[config.mk]
export PLATFORM = sky130hd
export DESIGN_NAME = sync_clock_divider_sleep_ctrl
export DESIGN_NICKNAME = d
export VERILOG_FILES = /design/src/common/pm_clk_pkg.sv /design/src/hw/clk_prescaler.sv /design/src/hw/sleep_seq.sv /design/src/hw/sync_clock_divider_sleep_ctrl.sv
export SDC_FILE = /design/constraint.sdc
export NUM_CORES = 1
export LEC_CHECK = 0
export BUFFER_PORTS_ARGS = -buffer_cell sky130_fd_sc_hd__clkbuf_2
export CAP_MARGIN = 20
export CORE_MARGIN = 2
export CORE_UTILIZATION = 45
export CTS_CLUSTER_DIAMETER = 40
export DETAILED_ROUTE_END_ITERATION = 6
export HOLD_SLACK_MARGIN = 0.08
export SKIP_CTS_REPAIR_TIMING = 1
export SLEW_MARGIN = 10
export SYNTH_ARGS = -nofsm -noshare
export SYNTH_HDL_FRONTEND = slang
export SYNTH_HIERARCHICAL = 1
export SYNTH_SLANG_ARGS = --single-unit
[constraint.sdc]
create_clock -name clock_i -period 6.04 [get_ports clock_i]
set_clock_uncertainty 0.15 [all_clocks]
set_input_delay 0.604 -clock clock_i [delete_from_list [all_inputs] [get_ports clock_i]]
set_output_delay 0.604 -clock clock_i [all_outputs]
set_load 0.03 [all_outputs]
[src/common/pm_clk_pkg.sv]
package pm_clk_pkg;
  localparam int SEL_W = 3;
  localparam int CFG_W = SEL_W + 1;
  localparam int CNT_W = 8;
  localparam int DIV_EN_BIT = 7;
  localparam int SETTLED_BIT = 0;
  localparam int PM_GATE_BIT = 0;
  localparam int BRIDGE_GATE_BIT = 1;
  localparam logic [7:0] ADDR_CPU_SEL = 8'h00;
  localparam logic [7:0] ADDR_FAST_SEL = 8'h04;
  localparam logic [7:0] ADDR_PBA_SEL = 8'h08;
  localparam logic [7:0] ADDR_PBB_SEL = 8'h0C;
  localparam logic [7:0] ADDR_CPU_GATES = 8'h10;
  localparam logic [7:0] ADDR_FAST_GATES = 8'h14;
  localparam logic [7:0] ADDR_PBA_GATES = 8'h18;
  localparam logic [7:0] ADDR_PBB_GATES = 8'h1C;
  localparam logic [7:0] ADDR_IRQ_SET = 8'h20;
  localparam logic [7:0] ADDR_IRQ_DIS = 8'h24;
  localparam logic [7:0] ADDR_IRQ_MASK = 8'h28;
  localparam logic [7:0] ADDR_IRQ_FLAGS = 8'h2C;
  localparam logic [7:0] ADDR_IRQ_CLR = 8'h30;
  localparam logic [7:0] ADDR_STATUS = 8'h34;
  localparam logic [7:0] ADDR_AWAKE_EN = 8'h38;
  localparam logic [7:0] ADDR_PPC = 8'h3C;
  localparam logic [7:0] ADDR_POWER = 8'h40;
  localparam logic [CFG_W-1:0] CFG_RST = 4'h0;
  localparam logic GATE_RST = 1'b1;
  localparam logic PPC_RST = 1'b1;
  localparam logic SETTLED_RST = 1'b1;
  typedef enum logic [2:0] {
    SLP_IDLE = 3'h0,
    SLP_FROZEN = 3'h1,
    SLP_STANDBY = 3'h2,
    SLP_STOP = 3'h3,
    SLP_DEEPSTOP = 3'h4,
    SLP_STATIC = 3'h5
  } sleep_mode_e;
  typedef enum logic [1:0] {
    PW_RUN = 2'h0,
    PW_SLEEP = 2'h1,
    PW_WALK = 2'h2
  } pw_state_e;
endpackage

[src/hw/clk_prescaler.sv]
`timescale 1ns/100ps
module clk_prescaler import pm_clk_pkg::*; #(
  parameter int N = 4
) (
  // Clock and reset
  input wire logic clock_i,
  input wire logic srst_i,
  // Active settings per domain
  input wire logic [N-1:0] div_en_i,
  input wire logic [N-1:0][SEL_W-1:0] sel_i,
  // Domain ticks and counter wrap
  output logic [N-1:0] tick_o,
  output logic wrap_o
);
  typedef struct packed {
    logic [CNT_W-1:0] cnt;
    logic [N-1:0] tick;
    logic wrap;
  } pre_s;
  pre_s s_reg;
  pre_s s_next;
  logic [N-1:0] tick_w;

  for (genvar g = 0; g < N; g++) begin : g_dom
    logic [CNT_W-1:0] mask;
    assign mask = ~({CNT_W{1'b1}} << (4'(sel_i[g]) + 4'h1));
    // One tick every 2^(sel+1) main cycles, or every cycle undivided
    assign tick_w[g] = div_en_i[g] ? &(s_reg.cnt | ~mask) : 1'b1;
  end

  always_comb begin
    s_next = s_reg;
    s_next.cnt = s_reg.cnt + 1'b1;
    s_next.tick = tick_w;
    s_next.wrap = &s_reg.cnt;
  end

  always_ff @(posedge clock_i) begin
    if (srst_i) begin
      s_reg.cnt <= '0;
      s_reg.tick <= '1;
      s_reg.wrap <= 1'b0;
    end else begin
      s_reg <= s_next;
    end
  end

  assign tick_o = s_reg.tick;
  assign wrap_o = s_reg.wrap;

  a_half_rate: assert property (@(posedge clock_i) disable iff (srst_i)
    (div_en_i[0] && sel_i[0] == 3'h0) [*3] |-> tick_o[0] != $past(tick_o[0]))
    else $error("CPU tick not at half rate");
  a_undivided: assert property (@(posedge clock_i) disable iff (srst_i)
    !div_en_i[0] |=> tick_o[0])
    else $error("Undivided CPU tick missing");
endmodule

[src/hw/sleep_seq.sv]
`timescale 1ns/100ps
module sleep_seq import pm_clk_pkg::*; (
  // Clock and reset
  input wire logic clock_i,
  input wire logic srst_i,
  // Sleep request
  input wire logic sleep_req_i,
  input wire logic [2:0] sleep_mode_i,
  // Wake sources
  input wire logic irq_any_i,
  input wire logic irq_pb_i,
  input wire logic async_wake_i,
  input wire logic wdt_wake_i,
  input wire logic wdt_on_slow_i,
  input wire logic slow_osc_en_i,
  input wire logic walk_req_i,
  // Domain controls
  output logic cpu_halt_o,
  output logic run_hsb_o,
  output logic run_pb_o,
  output logic run_src_o,
  output logic run_rc_o,
  output logic run_slow_o,
  output logic bod_on_o,
  output logic reg_lp_o,
  output logic intc_run_o,
  output logic walking_o,
  output pw_state_e state_o,
  output sleep_mode_e mode_o
);
  typedef struct packed {
    pw_state_e state;
    sleep_mode_e mode;
    logic wdt_ok;
    logic slow_en;
    logic [9:0] ctl;
  } slp_s;
  slp_s s_reg;
  slp_s s_next;

  always_comb begin
    logic wake_a;
    logic wake_s;
    logic slp;
    logic walk;
    sleep_mode_e m;
    s_next = s_reg;
    // Static keeps watchdog only on a pre-enabled slow oscillator
    wake_a = async_wake_i | (wdt_wake_i & (s_reg.mode != SLP_STATIC | s_reg.wdt_ok));
    wake_s = (s_reg.mode == SLP_IDLE & irq_any_i) | (s_reg.mode == SLP_FROZEN & irq_pb_i);
    unique case (s_reg.state)
      PW_RUN: begin
        if (sleep_req_i && sleep_mode_i <= SLP_STATIC) begin
          s_next.state = PW_SLEEP;
          s_next.mode = sleep_mode_e'(sleep_mode_i);
          s_next.slow_en = slow_osc_en_i;
          s_next.wdt_ok = wdt_on_slow_i & slow_osc_en_i;
        end
      end
      PW_SLEEP: begin
        if (wake_a | wake_s) begin
          s_next.state = PW_RUN;
        end else if (s_reg.mode >= SLP_STANDBY && walk_req_i) begin
          s_next.state = PW_WALK;
        end
      end
      PW_WALK: begin
        if (wake_a | irq_any_i) begin
          s_next.state = PW_RUN;
        end else if (!walk_req_i) begin
          s_next.state = PW_SLEEP;
        end
      end
      default: s_next.state = PW_RUN;
    endcase
    slp = s_next.state != PW_RUN;
    walk = s_next.state == PW_WALK;
    m = s_next.mode;
    s_next.ctl[0] = slp;
    s_next.ctl[1] = !slp | m == SLP_IDLE;
    s_next.ctl[2] = !slp | m <= SLP_FROZEN;
    s_next.ctl[3] = !slp | m <= SLP_STANDBY | walk;
    s_next.ctl[4] = !slp | m != SLP_STATIC;
    s_next.ctl[5] = !slp | s_next.slow_en;
    s_next.ctl[6] = !slp | m <= SLP_STOP;
    s_next.ctl[7] = slp & m >= SLP_STOP;
    s_next.ctl[8] = !slp | m <= SLP_FROZEN | walk;
    s_next.ctl[9] = walk;
  end

  always_ff @(posedge clock_i) begin
    if (srst_i) begin
      s_reg <= '0;
      s_reg.ctl <= 10'h17E;
    end else begin
      s_reg <= s_next;
    end
  end

  assign cpu_halt_o = s_reg.ctl[0];
  assign run_hsb_o = s_reg.ctl[1];
  assign run_pb_o = s_reg.ctl[2];
  assign run_src_o = s_reg.ctl[3];
  assign run_rc_o = s_reg.ctl[4];
  assign run_slow_o = s_reg.ctl[5];
  assign bod_on_o = s_reg.ctl[6];
  assign reg_lp_o = s_reg.ctl[7];
  assign intc_run_o = s_reg.ctl[8];
  assign walking_o = s_reg.ctl[9];
  assign state_o = s_reg.state;
  assign mode_o = s_reg.mode;

  a_cpu_halt: assert property (@(posedge clock_i) disable iff (srst_i)
    (s_reg.state != PW_RUN) == cpu_halt_o)
    else $error("CPU halt does not follow sleep state");
  a_reg_lp: assert property (@(posedge clock_i) disable iff (srst_i)
    reg_lp_o == (s_reg.state != PW_RUN && s_reg.mode >= SLP_STOP))
    else $error("Regulator mode wrong for sleep index");
  a_deep_sync: assert property (@(posedge clock_i) disable iff (srst_i)
    (s_reg.state == PW_SLEEP && s_reg.mode >= SLP_STANDBY && !async_wake_i && !wdt_wake_i)
    |=> s_reg.state != PW_RUN)
    else $error("Deep sleep woke without asynchronous source");
  a_walk_wake: assert property (@(posedge clock_i) disable iff (srst_i)
    (s_reg.state == PW_WALK && irq_any_i) |=> s_reg.state == PW_RUN && !walking_o)
    else $error("Pending interrupt did not end partial wake");
endmodule

[src/hw/sync_clock_divider_sleep_ctrl.sv]
// The register addresses and register access over Avalon-MM are this design's own decisions.
`timescale 1ns/100ps
module sync_clock_divider_sleep_ctrl import pm_clk_pkg::*; #(
  parameter int GW = 32,
  parameter int N_AW = 8
) (
  // Clock and reset
  input wire logic clock_i,
  input wire logic srst_i,
  // Avalon-MM slave
  input wire logic [7:0] address_i,
  input wire logic read_i,
  input wire logic write_i,
  input wire logic [3:0] byteenable_i,
  input wire logic [31:0] writedata_i,
  output logic [31:0] readdata_o,
  output logic waitrequest_o,
  // Sleep instruction
  input wire logic sleep_req_i,
  input wire logic [2:0] sleep_mode_i,
  // Interrupt and oscillator status
  input wire logic irq_any_i,
  input wire logic irq_pb_i,
  input wire logic wdt_on_slow_i,
  input wire logic slow_osc_en_i,
  // Asynchronous wake and clock requests
  input wire logic async_timer_i,
  input wire logic watchdog_timer_i,
  input wire logic external_irq_controller_i,
  input wire logic ext_reset_i,
  input wire logic [N_AW-1:0] async_src_i,
  input wire logic [GW-1:0] periph_clk_req_i,
  // Module clock enables
  output logic [GW-1:0] cpu_clk_en_o,
  output logic [GW-1:0] fast_bus_clk_en_o,
  output logic [GW-1:0] pba_clk_en_o,
  output logic [GW-1:0] pbb_clk_en_o,
  // Power state
  output logic cpu_halted_o,
  output logic clk_src_run_o,
  output logic system_rc_oscillator_run_o,
  output logic slow_crystal_oscillator_run_o,
  output logic brownout_detector_on_o,
  output logic regulator_lp_o,
  output logic intc_clk_run_o,
  output logic walking_o,
  output logic irq_o
);
  localparam int NA = 4 + N_AW + GW;

  typedef struct packed {
    logic wreq;
    logic [31:0] rdata;
    logic [CFG_W-1:0] cpu_cfg;
    logic [CFG_W-1:0] pba_cfg;
    logic [CFG_W-1:0] pbb_cfg;
    logic [CFG_W-1:0] act_cpu;
    logic [CFG_W-1:0] act_pba;
    logic [CFG_W-1:0] act_pbb;
    logic pending;
    logic settled;
    logic flag;
    logic mask;
    logic lock;
    logic irq;
    logic [GW-1:0] g_cpu;
    logic [GW-1:0] g_hsb;
    logic [GW-1:0] g_pba;
    logic [GW-1:0] g_pbb;
    logic [GW-1:0] ppc;
    logic [GW-1:0] ce_cpu;
    logic [GW-1:0] ce_hsb;
    logic [GW-1:0] ce_pba;
    logic [GW-1:0] ce_pbb;
    logic [N_AW-1:0] async_wake_enables;
    logic [NA-1:0] sync1;
    logic [NA-1:0] sync2;
  } pm_s;
  pm_s s_reg;
  pm_s s_next;

  logic [3:0] tick;
  logic wrap;
  logic [3:0] pre_en;
  logic [3:0][SEL_W-1:0] pre_sel;
  logic [GW-1:0] req;
  logic async_wake;
  logic halt;
  logic run_hsb;
  logic run_pb;
  pw_state_e pw_state;
  sleep_mode_e pw_mode;

  function automatic logic [31:0] merge(input logic [31:0] old, input logic [31:0] wd, input logic [3:0] be);
    logic [31:0] m;
    m = {{8{be[3]}}, {8{be[2]}}, {8{be[1]}}, {8{be[0]}}};
    merge = (old & ~m) | (wd & m);
  endfunction

  function automatic logic [31:0] cfg_word(input logic [CFG_W-1:0] c);
    cfg_word = '0;
    cfg_word[DIV_EN_BIT] = c[CFG_W-1];
    cfg_word[SEL_W-1:0] = c[SEL_W-1:0];
  endfunction

  // A peripheral bus that would outrun the CPU takes the CPU setting
  function automatic logic [CFG_W-1:0] fix_pb(input logic [CFG_W-1:0] c, input logic [CFG_W-1:0] p);
    if (c[CFG_W-1] && (!p[CFG_W-1] || p[SEL_W-1:0] < c[SEL_W-1:0])) begin
      fix_pb = c;
    end else begin
      fix_pb = p;
    end
  endfunction

  // Index 1 is the fast bus, locked to the CPU division
  assign pre_en = {s_reg.act_pbb[CFG_W-1], s_reg.act_pba[CFG_W-1], s_reg.act_cpu[CFG_W-1], s_reg.act_cpu[CFG_W-1]};
  assign pre_sel = {s_reg.act_pbb[SEL_W-1:0], s_reg.act_pba[SEL_W-1:0], s_reg.act_cpu[SEL_W-1:0],
                    s_reg.act_cpu[SEL_W-1:0]};

  clk_prescaler #(
    .N(4)
  ) u_prescaler (
    .clock_i(clock_i),
    .srst_i(srst_i),
    .div_en_i(pre_en),
    .sel_i(pre_sel),
    .tick_o(tick),
    .wrap_o(wrap)
  );

  assign req = s_reg.sync2[4+N_AW +: GW] & s_reg.ppc;
  assign async_wake = s_reg.sync2[0] | s_reg.sync2[2] | s_reg.sync2[3] |
                      (|(s_reg.sync2[4 +: N_AW] & s_reg.async_wake_enables));

  sleep_seq u_sleep (
    .clock_i(clock_i),
    .srst_i(srst_i),
    .sleep_req_i(sleep_req_i),
    .sleep_mode_i(sleep_mode_i),
    .irq_any_i(irq_any_i),
    .irq_pb_i(irq_pb_i),
    .async_wake_i(async_wake),
    .wdt_wake_i(s_reg.sync2[1]),
    .wdt_on_slow_i(wdt_on_slow_i),
    .slow_osc_en_i(slow_osc_en_i),
    .walk_req_i(|req),
    .cpu_halt_o(halt),
    .run_hsb_o(run_hsb),
    .run_pb_o(run_pb),
    .run_src_o(clk_src_run_o),
    .run_rc_o(system_rc_oscillator_run_o),
    .run_slow_o(slow_crystal_oscillator_run_o),
    .bod_on_o(brownout_detector_on_o),
    .reg_lp_o(regulator_lp_o),
    .intc_run_o(intc_clk_run_o),
    .walking_o(walking_o),
    .state_o(pw_state),
    .mode_o(pw_mode)
  );

  always_comb begin
    logic take;
    logic acc;
    logic wr_sel;
    logic clr;
    logic [31:0] rd;
    s_next = s_reg;
    take = (read_i | write_i) & s_reg.wreq;
    acc = write_i & !s_reg.wreq;
    wr_sel = acc & byteenable_i[0] &
             (address_i == ADDR_CPU_SEL | address_i == ADDR_PBA_SEL | address_i == ADDR_PBB_SEL);
    clr = acc & byteenable_i[0] & address_i == ADDR_IRQ_CLR & writedata_i[SETTLED_BIT];
    // Wake lines and requests cross in from other clocks
    s_next.sync1 = {periph_clk_req_i, async_src_i, ext_reset_i, external_irq_controller_i,
                    watchdog_timer_i, async_timer_i};
    s_next.sync2 = s_reg.sync1;
    s_next.wreq = !take;
    rd = '0;
    case (address_i)
      ADDR_CPU_SEL: rd = cfg_word(s_reg.cpu_cfg);
      ADDR_FAST_SEL: rd = cfg_word(s_reg.cpu_cfg);
      ADDR_PBA_SEL: rd = cfg_word(s_reg.pba_cfg);
      ADDR_PBB_SEL: rd = cfg_word(s_reg.pbb_cfg);
      ADDR_CPU_GATES: rd = 32'(s_reg.g_cpu);
      ADDR_FAST_GATES: rd = 32'(s_reg.g_hsb);
      ADDR_PBA_GATES: rd = 32'(s_reg.g_pba);
      ADDR_PBB_GATES: rd = 32'(s_reg.g_pbb);
      ADDR_IRQ_MASK: rd[SETTLED_BIT] = s_reg.mask;
      ADDR_IRQ_FLAGS: rd[SETTLED_BIT] = s_reg.flag;
      ADDR_STATUS: rd[SETTLED_BIT] = s_reg.settled;
      ADDR_AWAKE_EN: rd = 32'(s_reg.async_wake_enables);
      ADDR_PPC: rd = 32'(s_reg.ppc);
      ADDR_POWER: rd = {26'h0, pw_state, 1'b0, pw_mode};
      default: rd = '0;
    endcase
    if (take) begin
      s_next.rdata = rd;
    end
    if (acc) begin
      case (address_i)
        ADDR_CPU_SEL: if (byteenable_i[0]) s_next.cpu_cfg = {writedata_i[DIV_EN_BIT], writedata_i[SEL_W-1:0]};
        ADDR_PBA_SEL: if (byteenable_i[0]) s_next.pba_cfg = {writedata_i[DIV_EN_BIT], writedata_i[SEL_W-1:0]};
        ADDR_PBB_SEL: if (byteenable_i[0]) s_next.pbb_cfg = {writedata_i[DIV_EN_BIT], writedata_i[SEL_W-1:0]};
        ADDR_CPU_GATES: if (!s_reg.lock) s_next.g_cpu = GW'(merge(32'(s_reg.g_cpu), writedata_i, byteenable_i));
        ADDR_FAST_GATES: if (!s_reg.lock) s_next.g_hsb = GW'(merge(32'(s_reg.g_hsb), writedata_i, byteenable_i));
        ADDR_PBA_GATES: if (!s_reg.lock) s_next.g_pba = GW'(merge(32'(s_reg.g_pba), writedata_i, byteenable_i));
        ADDR_PBB_GATES: if (!s_reg.lock) s_next.g_pbb = GW'(merge(32'(s_reg.g_pbb), writedata_i, byteenable_i));
        ADDR_IRQ_SET: if (byteenable_i[0] && writedata_i[SETTLED_BIT]) s_next.mask = 1'b1;
        ADDR_IRQ_DIS: if (byteenable_i[0] && writedata_i[SETTLED_BIT]) s_next.mask = 1'b0;
        ADDR_AWAKE_EN: s_next.async_wake_enables = N_AW'(merge(32'(s_reg.async_wake_enables), writedata_i, byteenable_i));
        ADDR_PPC: s_next.ppc = GW'(merge(32'(s_reg.ppc), writedata_i, byteenable_i));
        default: ;
      endcase
    end
    // A rewrite while unsettled keeps waiting for the same counter wrap unless it lands in the wrap cycle; that defers to the next wrap and is the unsafe case
    if (wr_sel) begin
      s_next.pending = 1'b1;
      s_next.settled = 1'b0;
    end else if (s_reg.pending && wrap) begin
      // Switch only at the counter wrap so every domain keeps its phase
      s_next.act_cpu = s_reg.cpu_cfg;
      s_next.act_pba = fix_pb(s_reg.cpu_cfg, s_reg.pba_cfg);
      s_next.act_pbb = fix_pb(s_reg.cpu_cfg, s_reg.pbb_cfg);
      s_next.pba_cfg = fix_pb(s_reg.cpu_cfg, s_reg.pba_cfg);
      s_next.pbb_cfg = fix_pb(s_reg.cpu_cfg, s_reg.pbb_cfg);
      s_next.pending = 1'b0;
      s_next.settled = 1'b1;
    end
    // Masking our own or the bridge clock cuts off all later gate register writes
    if (!s_next.g_pba[PM_GATE_BIT] || !s_next.g_pba[BRIDGE_GATE_BIT]) begin
      s_next.lock = 1'b1;
    end
    // A rise in the same cycle as a clear keeps the flag set
    s_next.flag = (s_reg.flag & !clr) | (s_next.settled & !s_reg.settled);
    s_next.irq = s_next.flag & s_next.mask;
    s_next.ce_cpu = s_reg.g_cpu & {GW{tick[0] & !halt}};
    s_next.ce_hsb = s_reg.g_hsb & {GW{tick[1] & run_hsb}};
    s_next.ce_pba = s_reg.g_pba & ({GW{run_pb}} | ({GW{walking_o}} & req)) & {GW{tick[2]}};
    s_next.ce_pbb = s_reg.g_pbb & {GW{tick[3] & run_pb}};
  end

  always_ff @(posedge clock_i) begin
    if (srst_i) begin
      s_reg <= '0;
      s_reg.wreq <= 1'b1;
      s_reg.cpu_cfg <= CFG_RST;
      s_reg.pba_cfg <= CFG_RST;
      s_reg.pbb_cfg <= CFG_RST;
      s_reg.act_cpu <= CFG_RST;
      s_reg.act_pba <= CFG_RST;
      s_reg.act_pbb <= CFG_RST;
      s_reg.settled <= SETTLED_RST;
      s_reg.g_cpu <= {GW{GATE_RST}};
      s_reg.g_hsb <= {GW{GATE_RST}};
      s_reg.g_pba <= {GW{GATE_RST}};
      s_reg.g_pbb <= {GW{GATE_RST}};
      s_reg.ppc <= {GW{PPC_RST}};
    end else begin
      s_reg <= s_next;
    end
  end

  assign readdata_o = s_reg.rdata;
  assign waitrequest_o = s_reg.wreq;
  assign cpu_clk_en_o = s_reg.ce_cpu;
  assign fast_bus_clk_en_o = s_reg.ce_hsb;
  assign pba_clk_en_o = s_reg.ce_pba;
  assign pbb_clk_en_o = s_reg.ce_pbb;
  assign cpu_halted_o = halt;
  assign irq_o = s_reg.irq;

  a_settle_drop: assert property (@(posedge clock_i) disable iff (srst_i)
    (write_i && !waitrequest_o && byteenable_i[0] && address_i == ADDR_PBA_SEL) |=> !s_reg.settled && s_reg.pending)
    else $error("Settled bit did not drop after select write");
  a_settle_bound: assert property (@(posedge clock_i) disable iff (srst_i)
    $fell(s_reg.settled) |-> ##[1:300] s_reg.settled)
    else $error("Clock settings never settled");
  a_pb_slower: assert property (@(posedge clock_i) disable iff (srst_i)
    s_reg.act_cpu[CFG_W-1] |-> s_reg.act_pba[CFG_W-1] && s_reg.act_pba[SEL_W-1:0] >= s_reg.act_cpu[SEL_W-1:0])
    else $error("Peripheral bus faster than CPU");
  a_flag_rise: assert property (@(posedge clock_i) disable iff (srst_i)
    $rose(s_reg.settled) |-> s_reg.flag)
    else $error("Settled flag not set on rise");
  a_irq_hold: assert property (@(posedge clock_i) disable iff (srst_i)
    (s_reg.flag && s_reg.mask && !(write_i && (address_i == ADDR_IRQ_CLR || address_i == ADDR_IRQ_DIS)))
    |=> irq_o && s_reg.flag)
    else $error("Interrupt request dropped before clear");
  a_reset_state: assert property (@(posedge clock_i)
    srst_i |=> s_reg.act_cpu == CFG_RST && s_reg.g_pba == {GW{GATE_RST}} && s_reg.ppc == {GW{PPC_RST}})
    else $error("Reset values wrong");
  a_gate_lock: assert property (@(posedge clock_i) disable iff (srst_i)
    s_reg.lock |=> $stable(s_reg.g_pba) && $stable(s_reg.g_cpu))
    else $error("Gate register changed while locked");
  a_sleep_gate: assert property (@(posedge clock_i) disable iff (srst_i)
    halt |=> cpu_clk_en_o == '0)
    else $error("CPU clock runs in sleep");
  a_walk_only: assert property (@(posedge clock_i) disable iff (srst_i)
    (walking_o && !run_pb && req == '0) |=> pba_clk_en_o == '0)
    else $error("Unrequested peripheral clock runs");
endmodule

==> out/qor.yml <==
status: "completed"
max_freq_ghz: 0.332
vdd_drop_max_uv: 228
crit_fanout: 25
post_drt_wl_per_cell_microns: 21.2
hold_path_class: "in2reg"
synth.avg_cell_area_sq_um: 9.23
grtUsageTotal_pct: 26.1
cellPowerDensity_nw_per_um2: 338
cellLeakagePower_nw: 9.52
ant_nets: 0
htree_levels: 2
clock_latency_ns: 0.63
setup_violations: 0
cp.arrival_ns: 3.38
post-route-util_pct: 52.0
hold_viol: 0
power_frac_comb_pct: 8.3
setup_tns_ns: 0
switching_share_pct: 25.9
vias: 15400
seq_power_share_pct: 43.8
dieArea_sq_um: 45100
area_growth_pct: 14.4
final_max_slew_viol_count: 0
layout_commonest_cell: "dfxtp_1"
cts_tree: "done"
placed_area_sq_um: 20000
clkTransAtPathRegs_ns: 0.06
grt_overflow_total: 0
drive_gt1_share_pct: 20.4
numCtsBuffers: 61
async_flop_share_pct: 0
port_buffers: 269
whs_ns: 0.0783
routabilityCongestion: 0.907
seq_area_frac_synth_pct: 48.8
cpMaxStageDelayCell: "or4b_1"
grt_first_pass_wirelength_mm: 89.1
die_width_microns: 212
path_cells: "clkbuf_2 > or4b_1 > nor3_4 > buf_4 > nand2_1 > a211o_1"
ioPinCount: 270
synth_warnings: 6
core_sq_um: 43000
finalInstanceArea_sq_um: 22400
cp-start-kind: "input pin"
worstPathRequired_ns: 6.41
critPathKind: "in2reg"
initial_utilization_pct: 45.5
layout_worst_path_cycle_share_pct: 49.8
die_h_microns: 212
ys_seq_elements: 477
period_minus_slack_ns: 3.01
antenna_cells: 0
synth_cells: 2119
cts_buffer_depth: 3
num-nets-final: 2317
clkSinkCount: 477
max_cap_viol_count: 0
drtPass1Iterations: 5
avgViaCountPerCell: 5.42
cp_slowest_stage_delay_ns: 0.66
ys.flop_type: "dfxtp_1"
drc: 0
rsz0062_at_grt: "false"
placementRows: 76
grt_antenna_before_repair: 0
drtIter0Drc: 1314
netlist_area_sq_um: 19600
max_slew.worst_pin.slew_ns: 1.12
p_int_mw: 5.59
syn-num-nets: 2235
clock-root-buffer: "clkbuf_16"
ys_types: 85
grt_max_degree: 127
place_hpwl_mm: 42.5
worstSetupEndpointType: "flop"
synth-edff-count: 0
p_sw_mw: 1.96
slew_headroom_pct: 25.3
clockPowerShare_pct: 48.0
wirelength_mm: 60.2
grt_pass1_vias: 14400
final_cell_mix: "477 x dfxtp_1, 321 x nand2_1, 268 x clkbuf_2, 125 x nand3b_1, 107 x and2_1"
==> layer usage <==
metal  GRT usage [%]  vias to the layer above  routed length, microns
li1                -                     7268                       -
met1            37.4                     7381                   27600
met2            39.4                      609                   26400
met3            4.11                      121                    4180
met4            10.3                        0                    1990
met5               0                        -                       0
==> synth_stat cells, drive strengths merged (16+ instances only) <==
cell type | instances | area (sq um)
clkbuf | 93 | 349
a31oi | 34 | 213
a21oi | 56 | 299
a211oi | 18 | 135
mux2 | 30 | 338
nor3 | 17 | 108
mux2i | 19 | 190
nand3b | 125 | 938
nor2 | 73 | 277
nand3 | 80 | 405
and2 | 107 | 669
a22oi | 25 | 188
a211o | 38 | 333
o21ai | 46 | 234
nor3b | 42 | 315
buf | 204 | 1450
ha | 16 | 200
nand2 | 322 | 1210
nor2b | 93 | 582
dfxtp | 477 | 9550
a221oi | 29 | 254
inv | 39 | 146
==> cell families (layout without fill, tap and decap cells) <==
kind of cell / Yosys count / count (layout) / synth area share, %
compound gates: 304 / 304 / 11.1
fa+ha+maj: 16 / 16 / 1.02
xor+xnor: 7 / 7 / 0.314
buf+inv: 338 / 469 / 9.97
mux: 52 / 52 / 3.05
flops: 477 / 477 / 48.8
simple gates: 925 / 925 / 25.7
==> critical path, delay by kind of cell <==
kind | cells | cell delay [ns]
compound gates | 1 | 0.34
buf+inv | 2 | 0.98
simple gates | 3 | 1.44
==> path summary, 6_finish.rpt <==
check | startpoint | end | slack, ns | cells past startpoint
max reg2reg | waitrequest_o | pre_sel[6] | 3.20 | 5
min | periph_clk_req_i[8] | s_next[20] | 0.08 | 2
min reg2reg | s_next[29] | s_reg[29] | 0.27 | 1
max | address_i[3] | flop | 3.03 | 6
==> power groups by stage <==
stage	registers (mW)	clock network, mW	logic, mW
3_5_place_dp	3.37	0	0.607
5_1_grt	3.31	3.81	0.661
6_report	3.30	3.62	0.623
4_1_cts	3.31	3.68	0.609
3_3_place_gp	3.37	0	0.607
2_1_floorplan	3.36	0	0.482
==> metrics by stage <==
step,std cells,setup slack [ns],power [mW]
finish,2835,3.03,7.55
global placement,2693,2.52,3.98
global route,2835,2.92,7.79
detailed placement,2694,2.46,3.98
floorplan,2119,3.54,3.84
CTS,2806,3.13,7.60
==> layout make-up <==
class	instances	area [sq um]
fill	4027	20600
sequential	477	9550
multi-input combinational	1304	8080
timing repair buffer	316	1800
clock buffer	72	1630
tap	585	732
clock inverter	40	428
inverter	41	154
Note: power is estimated with default switching activity, not from simulation.
